`src/verilog/vemi_consts.vh`:
```
// Constants for the video encoder input and mode select block
`ifndef VEMI_CONSTS_VH
`define VEMI_CONSTS_VH
`define VEMI_APB_AW         12
`define VEMI_OFF_CTRL       12'h000
`define VEMI_OFF_STATUS     12'h004
`define VEMI_OFF_PIXEL      12'h008
`define VEMI_CTRL_W         4
`define VEMI_CTRL_RESET     4'h0
`define VEMI_BIT_FIELD      0
`define VEMI_BIT_625        1
`define VEMI_BIT_PHASE      2
`define VEMI_BIT_ALT        3
`define VEMI_NTSC_LINE_CLK  12'h6b4
`define VEMI_PAL_LINE_CLK   12'h6c0
`define VEMI_NTSC_FIELD_LN  10'h106
`define VEMI_PAL_FIELD_LN   10'h139
`define VEMI_VS_LINES       10'h003
`define VEMI_LINES_525_MAX  10'h11d
`define VEMI_FIFO_DEPTH     4
`define VEMI_FIFO_AW        2
`endif

```
`src/verilog/vemi_top.v`:
```
// Video encoder pixel input, sync timing and mode selection
`timescale 1ns/1ps
`include "vemi_consts.vh"

// Small FIFO between pixel capture and the register bus
module vemi_fifo #(
    parameter W  = 24,
    parameter D  = 4,
    parameter AW = 2
) (
    input  wire          clock_i,
    input  wire          reset_n_i,
    input  wire          clear_i,
    input  wire [W-1:0]  in_data_i,
    input  wire          in_valid_i,
    output wire          in_ready_o,
    output wire [W-1:0]  out_data_o,
    output wire          out_valid_o,
    input  wire          out_ready_i
);
    reg [W-1:0]  mem_reg [0:D-1];
    reg [AW-1:0] wr_reg;
    reg [AW-1:0] rd_reg;
    reg [AW:0]   cnt_reg;
    wire         push;
    wire         pop;
    assign in_ready_o  = (cnt_reg != D[AW:0]);
    assign out_valid_o = (cnt_reg != {(AW+1){1'b0}});
    assign out_data_o  = mem_reg[rd_reg];
    assign push = in_valid_i & in_ready_o;
    assign pop  = out_valid_o & out_ready_i;
    always @(posedge clock_i) begin
        if (push)
            mem_reg[wr_reg] <= in_data_i;
    end
    always @(posedge clock_i or negedge reset_n_i) begin
        if (!reset_n_i) begin
            wr_reg  <= {AW{1'b0}};
            rd_reg  <= {AW{1'b0}};
            cnt_reg <= {(AW+1){1'b0}};
        end else if (clear_i) begin
            wr_reg  <= {AW{1'b0}};
            rd_reg  <= {AW{1'b0}};
            cnt_reg <= {(AW+1){1'b0}};
        end else begin
            if (push)
                wr_reg <= wr_reg + 1'b1;
            if (pop)
                rd_reg <= rd_reg + 1'b1;
            if (push && !pop)
                cnt_reg <= cnt_reg + 1'b1;
            else if (pop && !push)
                cnt_reg <= cnt_reg - 1'b1;
        end
    end
endmodule

// ***************************************************************
// ***************************************************************
module vemi_top (
    input  wire        clock_i,
    input  wire        reset_n_i,
    input  wire        psel_i,
    input  wire        penable_i,
    input  wire        pwrite_i,
    input  wire [11:0] paddr_i,
    input  wire [31:0] pwdata_i,
    output reg  [31:0] prdata_o,
    output reg         pready_o,
    output reg         pslverr_o,
    input  wire [7:0]  pixel_data_i,
    input  wire        hsync_n_i,
    output reg         hsync_n_o,
    output reg         hsync_n_oe_o,
    input  wire        vsync_n_i,
    output reg         vsync_n_o,
    output reg         vsync_n_oe_o,
    input  wire        master_select_i,
    input  wire        chroma_order_swap_i,
    input  wire        luma_select_i,
    input  wire        sleep_i,
    input  wire        mode_pin_first_i,
    input  wire        mode_pin_second_i,
    output reg         luma_only_o,
    output reg         powered_down_o,
    output reg         line_count_625_o,
    output reg         pixel_clock_out_o
);
    // ***********************************************************
    // Pin synchronisers
    // ***********************************************************
    reg  [7:0] pin_s1_reg;
    reg  [7:0] pin_s2_reg;
    reg  [7:0] pix_s1_reg;
    reg  [7:0] pix_s2_reg;
    wire       m_pin   = pin_s2_reg[0];
    wire       cb_pin  = pin_s2_reg[1];
    wire       lu_pin  = pin_s2_reg[2];
    wire       sl_pin  = pin_s2_reg[3];
    wire       ma_pin  = pin_s2_reg[4];
    wire       mb_pin  = pin_s2_reg[5];
    wire       hs_in   = pin_s2_reg[6];
    wire       vs_in   = pin_s2_reg[7];
    always @(posedge clock_i or negedge reset_n_i) begin
        if (!reset_n_i) begin
            pin_s1_reg <= 8'hff;
            pin_s2_reg <= 8'hff;
            pix_s1_reg <= 8'h00;
            pix_s2_reg <= 8'h00;
        end else begin
            pin_s1_reg <= {vsync_n_i, hsync_n_i, mode_pin_second_i,
                           mode_pin_first_i, sleep_i, luma_select_i,
                           chroma_order_swap_i, master_select_i};
            pin_s2_reg <= pin_s1_reg;
            pix_s1_reg <= pixel_data_i;
            pix_s2_reg <= pix_s1_reg;
        end
    end

    // ***********************************************************
    // Configuration and timing
    // ***********************************************************
    reg  [3:0]  cfg_reg;
    reg         cfg_loaded_reg;
    reg  [11:0] hcnt_reg;
    reg  [9:0]  vcnt_reg;
    reg  [9:0]  lines_reg;
    reg  [11:0] clks_reg;
    reg         det625_reg;
    reg         field_reg;
    reg         hs_d_reg;
    reg         vs_d_reg;
    reg  [1:0]  phase_reg;
    reg  [7:0]  cb_reg;
    reg  [7:0]  y0_reg;
    reg  [7:0]  cr_reg;
    reg         pix_valid_reg;
    wire        fifo_ready;
    wire [23:0] fifo_data;
    wire        fifo_valid;
    wire        fifo_pop;
    wire        hs_fall = hs_d_reg & ~hs_in;
    wire        vs_fall = vs_d_reg & ~vs_in;
    wire        use625  = m_pin ? cfg_reg[`VEMI_BIT_625] : det625_reg;
    wire [11:0] line_end = use625 ? `VEMI_PAL_LINE_CLK : `VEMI_NTSC_LINE_CLK;
    wire [9:0]  fld_end  = use625 ? `VEMI_PAL_FIELD_LN : `VEMI_NTSC_FIELD_LN;
    // Slave line start is phase 0 in the cycle the synced fall shows
    wire [1:0]  phase_now = (!m_pin && hs_fall) ? 2'h0 : phase_reg;
    // Phase offset shifts the Y/chroma lock by one clock
    wire [1:0]  slot = phase_now + {1'b0, cfg_reg[`VEMI_BIT_PHASE]};
    wire        apb_wr = psel_i & penable_i & pwrite_i & ~pready_o;
    wire        apb_rd = psel_i & penable_i & ~pwrite_i & ~pready_o;

    always @(posedge clock_i or negedge reset_n_i) begin
        if (!reset_n_i) begin
            cfg_reg        <= `VEMI_CTRL_RESET;
            cfg_loaded_reg <= 1'b0;
            hcnt_reg       <= 12'h000;
            vcnt_reg       <= 10'h000;
            lines_reg      <= 10'h000;
            clks_reg       <= 12'h000;
            det625_reg     <= 1'b0;
            field_reg      <= 1'b0;
            hs_d_reg       <= 1'b1;
            vs_d_reg       <= 1'b1;
            phase_reg      <= 2'h0;
            cb_reg         <= 8'h00;
            y0_reg         <= 8'h00;
            cr_reg         <= 8'h00;
            pix_valid_reg  <= 1'b0;
        end else if (sl_pin) begin
            cfg_reg        <= `VEMI_CTRL_RESET;
            cfg_loaded_reg <= 1'b0;
            hcnt_reg       <= 12'h000;
            vcnt_reg       <= 10'h000;
            lines_reg      <= 10'h000;
            clks_reg       <= 12'h000;
            field_reg      <= 1'b0;
            phase_reg      <= 2'h0;
            pix_valid_reg  <= 1'b0;
        end else begin
            hs_d_reg <= hs_in;
            vs_d_reg <= vs_in;
            if (!cfg_loaded_reg) begin
                cfg_loaded_reg             <= 1'b1;
                cfg_reg[`VEMI_BIT_FIELD]   <= ma_pin;
                cfg_reg[`VEMI_BIT_625]     <= mb_pin;
                cfg_reg[`VEMI_BIT_ALT]     <= ma_pin & mb_pin;
            end else if (apb_wr && paddr_i == `VEMI_OFF_CTRL)
                cfg_reg <= pwdata_i[3:0];
            if (m_pin) begin
                if (hcnt_reg == line_end - 12'h001) begin
                    hcnt_reg <= 12'h000;
                    if (vcnt_reg == fld_end - 10'h001) begin
                        vcnt_reg  <= 10'h000;
                        field_reg <= ~field_reg;
                    end else
                        vcnt_reg <= vcnt_reg + 10'h001;
                end else
                    hcnt_reg <= hcnt_reg + 12'h001;
            end else begin
                clks_reg <= clks_reg + 12'h001;
                if (hs_fall) begin
                    hcnt_reg  <= 12'h000;
                    clks_reg  <= 12'h000;
                    lines_reg <= lines_reg + 10'h001;
                end else
                    hcnt_reg <= hcnt_reg + 12'h001;
                if (vs_fall) begin
                    det625_reg <= (lines_reg > `VEMI_LINES_525_MAX);
                    lines_reg  <= 10'h000;
                    vcnt_reg   <= 10'h000;
                    field_reg  <= (clks_reg > {1'b0, line_end[11:1]});
                end
            end
            // Pixel slot restarts with each line, slot 0 takes Cb, or Cr when the chroma order pin swaps it
            if (m_pin && hcnt_reg == line_end - 12'h001)
                phase_reg <= 2'h0;
            else
                phase_reg <= phase_now + 2'h1;
            pix_valid_reg <= 1'b0;
            case (slot)
                2'h0: begin
                    if (cb_pin)
                        cr_reg <= pix_s2_reg;
                    else
                        cb_reg <= pix_s2_reg;
                end
                2'h1: y0_reg <= pix_s2_reg;
                2'h2: begin
                    if (cb_pin)
                        cb_reg <= pix_s2_reg;
                    else
                        cr_reg <= pix_s2_reg;
                    pix_valid_reg <= 1'b1;
                end
                default: y0_reg <= y0_reg;
            endcase
        end
    end

    vemi_fifo #(
        .W  (24),
        .D  (`VEMI_FIFO_DEPTH),
        .AW (`VEMI_FIFO_AW)
    ) u_fifo (
        .clock_i     (clock_i),
        .reset_n_i   (reset_n_i),
        .clear_i     (sl_pin),
        .in_data_i   ({cb_reg, y0_reg, cr_reg}),
        .in_valid_i  (pix_valid_reg),
        .in_ready_o  (fifo_ready),
        .out_data_o  (fifo_data),
        .out_valid_o (fifo_valid),
        .out_ready_i (fifo_pop)
    );
    assign fifo_pop = apb_rd && paddr_i == `VEMI_OFF_PIXEL;

    // ***********************************************************
    // Outputs and APB slave
    // ***********************************************************
    always @(posedge clock_i or negedge reset_n_i) begin
        if (!reset_n_i) begin
            hsync_n_o         <= 1'b1;
            hsync_n_oe_o      <= 1'b0;
            vsync_n_o         <= 1'b1;
            vsync_n_oe_o      <= 1'b0;
            luma_only_o       <= 1'b0;
            powered_down_o    <= 1'b1;
            line_count_625_o  <= 1'b0;
            pixel_clock_out_o <= 1'b0;
            prdata_o          <= 32'h00000000;
            pready_o          <= 1'b0;
            pslverr_o         <= 1'b0;
        end else begin
            hsync_n_oe_o <= m_pin & ~sl_pin;
            vsync_n_oe_o <= m_pin & ~sl_pin;
            hsync_n_o    <= ~(hcnt_reg < 12'h07e);
            if (cfg_reg[`VEMI_BIT_FIELD])
                vsync_n_o <= field_reg;
            else
                vsync_n_o <= ~(vcnt_reg < `VEMI_VS_LINES);
            luma_only_o       <= lu_pin;
            powered_down_o    <= sl_pin;
            line_count_625_o  <= use625;
            pixel_clock_out_o <= sl_pin ? 1'b0 : ~pixel_clock_out_o;
            pready_o  <= psel_i & penable_i & ~pready_o;
            pslverr_o <= 1'b0;
            if (apb_rd) begin
                case (paddr_i)
                    `VEMI_OFF_CTRL:
                        prdata_o <= {28'h0000000, cfg_reg};
                    `VEMI_OFF_STATUS:
                        prdata_o <= {16'h0000, lines_reg, fifo_ready,
                                     fifo_valid, field_reg, det625_reg,
                                     m_pin, sl_pin};
                    `VEMI_OFF_PIXEL:
                        prdata_o <= {7'h00, fifo_valid, fifo_data};
                    default: begin
                        prdata_o  <= 32'h00000000;
                        pslverr_o <= 1'b1;
                    end
                endcase
            end else if (apb_wr) begin
                prdata_o <= 32'h00000000;
                if (paddr_i != `VEMI_OFF_CTRL)
                    pslverr_o <= 1'b1;
            end
        end
    end
endmodule

```
`config.mk`:
```
export PLATFORM = sky130hd
export DESIGN_NAME = vemi_top
export DESIGN_NICKNAME = d
export VERILOG_FILES = /design/src/verilog/vemi_top.v
export VERILOG_INCLUDE_DIRS = /design/src /design/src/verilog
export SDC_FILE = /design/constraint.sdc
export NUM_CORES = 1
export LEC_CHECK = 0
export BUFFER_PORTS_ARGS = -buffer_cell sky130_fd_sc_hd__buf_2
export CAP_MARGIN = 20
export CORE_MARGIN = 3
export CORE_UTILIZATION = 62
export DETAILED_ROUTE_END_ITERATION = 16
export PLACE_DENSITY = 0.83
export SLEW_MARGIN = 20
export SYNTH_ARGS = -nofsm -noshare
export SYNTH_HDL_FRONTEND = slang
export SYNTH_SLANG_ARGS = --single-unit
```
`constraint.sdc`:
```
create_clock -name clock_i -period 4.8 [get_ports clock_i]
set_input_delay 1.44 -clock clock_i [delete_from_list [all_inputs] [get_ports clock_i]]
set_output_delay 1.44 -clock clock_i [all_outputs]
set_load 0.005 [all_outputs]
```
==> summary.md <==
| Metric | Value |
|---|---|
| Status | `finished, final reports clean` |
| Syn_area_per_cell | `~14 sq um` |
| Reg clk slew, reported paths | `0.07 ns` |
| Largest family of logic cells by synthesized area | `simple AND/OR/NAND/NOR gates` |
| Post-CTS Setup Bufs | `0` |
| Startpoint Class | `input pin` |
| Place WS | `0.695 ns` |
| Wl on met1 | `8.41 mm` |
| Crit Path Max Fanout | `5` |
| CP most frequent cell | `and2_1` |
| Largest register FFs | `96` |
| CTS tree | `done` |
| Crit path from | `paddr_i[9]` |
| Initial drt markers | `around 520` |
| Area grow syn2layout | `13.7%` |
| Post-route cell area | `roughly 12000 sq um` |
| Ys async rst share | `around three fifths` |
| Routed wl met3 | `roughly 1.1 mm` |
| Ports | `107` |
| Slew margin rel. | `roughly a third` |
| RSZ-0062 raised after global routing | `no` |
| Fin util | `between 70% and 80%` |
| Reg2reg setup slack | `1.61 ns` |
| Switching Power | `1.05 mW` |
| Largest net degree at the start of global routing | `about 110` |
| Final setup vio count | `0` |
| Starting density of the core | `between 60% and 70%` |
| Worst R2R Start | `hs_d_reg$_DFFE_PN1N_` |
| Crit Path Class | `in -> reg` |
| Int Power | `3.67 mW` |
| Fin nets | `911` |
| CTS Buf Count | `24` |
| Crit path arrival time | `approximately 4 ns` |
| H-Tree Depth | `1` |
| # fillers | `~1000` |
| Initial antenna violation count | `0` |
| Setup TNS | `0 ns` |
| Buffers & Inverters on Critical Path | `2` |
| Hold Crit Start | `pix_s1_reg[0]$_DFF_PN0_` |
| Crit path cell chain | `buf_2 -> or4_4 -> nor4_1 -> buf_4 -> and2_1 -> nor2_1 -> fa_1 -> and2_1 -> a22oi_1 -> mux2_2` |
| Layout cell share with drive strength beyond 1 | `24.5%` |
| Vias in the first global route | `between 6000 and 7000` |
| Syn Inst Count | `750` |
| Synth Area in Compound Gates | `under 10%` |
| Synth top cells by count | `132 x dfrtp_1, 96 x edfxtp_1, 67 x nand2_1` |
| Tcrit/Tclk final | `about three quarters` |
| Gr usage total | `between 20% and 30%` |
| Routed WL | `about 22 mm` |
| Met2 wire length | `approximately 12 mm` |
| Die area | `about 18000 sq um` |
| CTS max path bufs | `3` |
| Post-DR wirelength/cell | `20.7 um` |
| PD cells | `a little over 400 nW/um^2` |
| Seq cells post-synth | `roughly 250` |
| Register area | `6740 sq um` |
| Fin. max-slew vios | `0` |
| YS warnings | `0` |
| Area leader, netlist | `dfrtp_1` |
| Maximum VDD drop | `between 0.0003 and 0.0004 V` |
| Mapped Area | `just over 10000 sq um` |
| Static Leak | `between 4 and 5 nW` |
| Hold Fails Final Rpt | `0` |
| Comb pwr share | `between 5 and 6%` |
| Max_cap viols | `0` |
| DP HPWL | `roughly 14 mm` |
| Max incr delay on CP | `around 0.53 ns` |
| First-pass GRT wire length | `~36 mm` |
| Switching Share | `22.2%` |
| Least-Margin Pin Slew | `roughly 1 ns` |
| DIE HEIGHT | `between 100 and 150 um` |
| Most common cell in the netlist | `dfrtp_1` |
| Simple-Gate Fraction of Synth Area | `between 10% and 20%` |
| Skew-Pair Late Insertion Delay | `~0.53 ns` |
| Synth area leaders | `dfrtp_1 32%, edfxtp_1 28%, dfstp_2 5.4%` |
| Number of diodes | `0` |
| Post-synthesis sequential area ratio | `between 60% and 70%` |
| Synth Area in Adders | `under 10%` |
| Router iterations before antenna repair | `5` |
| Post-route ant nets | `0` |
| Core area | `16000 sq um` |
| Routability cong. | `a little under 0.9` |
| Clock power frac | `between 40% and 50%` |
| Fin Clk Skew | `approximately 0.015 ns` |
| Critical path's slowest cell | `or4_4` |
| Multi-input gate area | `between 3000 and 4000 sq um` |
| Seq pwr share | `a little over half` |
| Overflow left after global routing | `0` |
| CTS Hold Bufs | `0` |
| Worst path top cell family by delay | `simple AND/OR/NAND/NOR gates` |
| Sink Count | `between 200 and 250` |
| Placed Area | `10800 sq um` |
| XOR/XNOR Fraction of Synth Area | `around 1.9%` |
| Drt drc | `0` |
| Cell variety after synth | `62` |
| Fin worst setup slack | `around 1.2 ns` |
| Via Count | `6498` |
| Mux contribution to synthesized area | `under 10%` |
| Fin crit period | `roughly 3.6 ns` |
| WP data required | `~5.2 ns` |
| Worst hold-check path type | `reg -> reg` |
| Vias per cell | `just over 6` |
| CTS root buf | `clkbuf_16` |
| Primary FF master, synth | `dfrtp_1` |
| Top layer in use | `met4` |
| Row cnt | `46` |
| # port buffers | `between 70 and 80` |
| Post-CTS Resized | `0` |
| Max frequency | `around 280 MHz` |
| Top cell type's share of synthesized area | `roughly 32%` |
| Die width | `about 130 um` |
| EDFF count, synth | `between 90 and 100` |
| Endpoint kind of the worst setup timing path | `flip-flop` |
[power groups by stage]
stage / clock network [mW] / registers [mW] / logic (mW)
global placement: 0 / 2.52 / 0.235
detailed placement: 0 / 2.55 / 0.253
floorplan: 0 / 2.50 / 0.171
finish: 1.96 / 2.51 / 0.254
global route: 2.07 / 2.52 / 0.282
CTS: 1.99 / 2.51 / 0.257
[cell type report]
| class | count | area share [%] |
|---|---|---|
| repair buffers | 83 | 3.88 |
| inverters | 15 | 0.484 |
| clock inverters | 13 | 1.70 |
| multi-input cells | 457 | 28.2 |
| clock buffers | 31 | 5.48 |
| well taps | 216 | 2.32 |
| flip-flops and latches | 249 | 57.9 |
[worst paths after layout]
path / cells past startpoint / end
worst min register to register: 0 / pix_s2_reg[0]$_DFF_PN0_
worst max register to register: 6 / cr_reg[3]$_DFFE_PN0P_
worst max-delay path: 10 / u_fifo.cnt_reg[2]$_DFFE_PN0P_
min in group asynchronous: 1 / clks_reg[4]$_DFFE_PN0N_
worst min-delay path: 0 / pix_s2_reg[0]$_DFF_PN0_
max in group asynchronous: 2 / pin_s1_reg[5]$_DFF_PN1_
[cells by family after synthesis]
kind of cell / Yosys count
flops: 249
simple gates: 223
compound gates: 128
mux: 63
buf+inv: 50
xor+xnor: 20
fa+ha+maj: 16
other cells: 1
[cell usage in the layout (no fill, tap or decap), drive strengths merged, types with 11 or more instances in the layout]
cell / netlist / layout
nand2: 67 / 67
nor3: 16 / 16
dfstp: 21 / 21
ha: 15 / 15
dfrtp: 132 / 132
clkbuf: 18 / 31
mux4: 24 / 24
inv: 14 / 15
edfxtp: 96 / 96
buf: 17 / 83
nand3: 18 / 18
and3: 11 / 11
nor2: 65 / 65
a21oi: 19 / 19
mux2: 31 / 31
a22o: 11 / 11
a22oi: 16 / 16
o21ai: 54 / 54
xnor2: 11 / 11
[through the flow]
stage | cells | power [mW] | hold slack [ns]
after CTS | 1064 | 4.75 | 0.350
after global routing | 1064 | 4.88 | 0.355
final | 1064 | 4.72 | 0.349
after detailed placement | 1020 | 2.80 | 0.338
after global placement | 1020 | 2.76 | 0.334
after floorplan | 756 | 2.67 | 0.331
[routing by layer]
layer / up-vias / GRT usage (%)
li1: 2896 / -
met1: 3296 / 31.5
met2: 234 / 44.4
met3: 72 / 3.49
met4: 0 / 10.4
met5: - / 0
(Power assumes the default switching activity.)
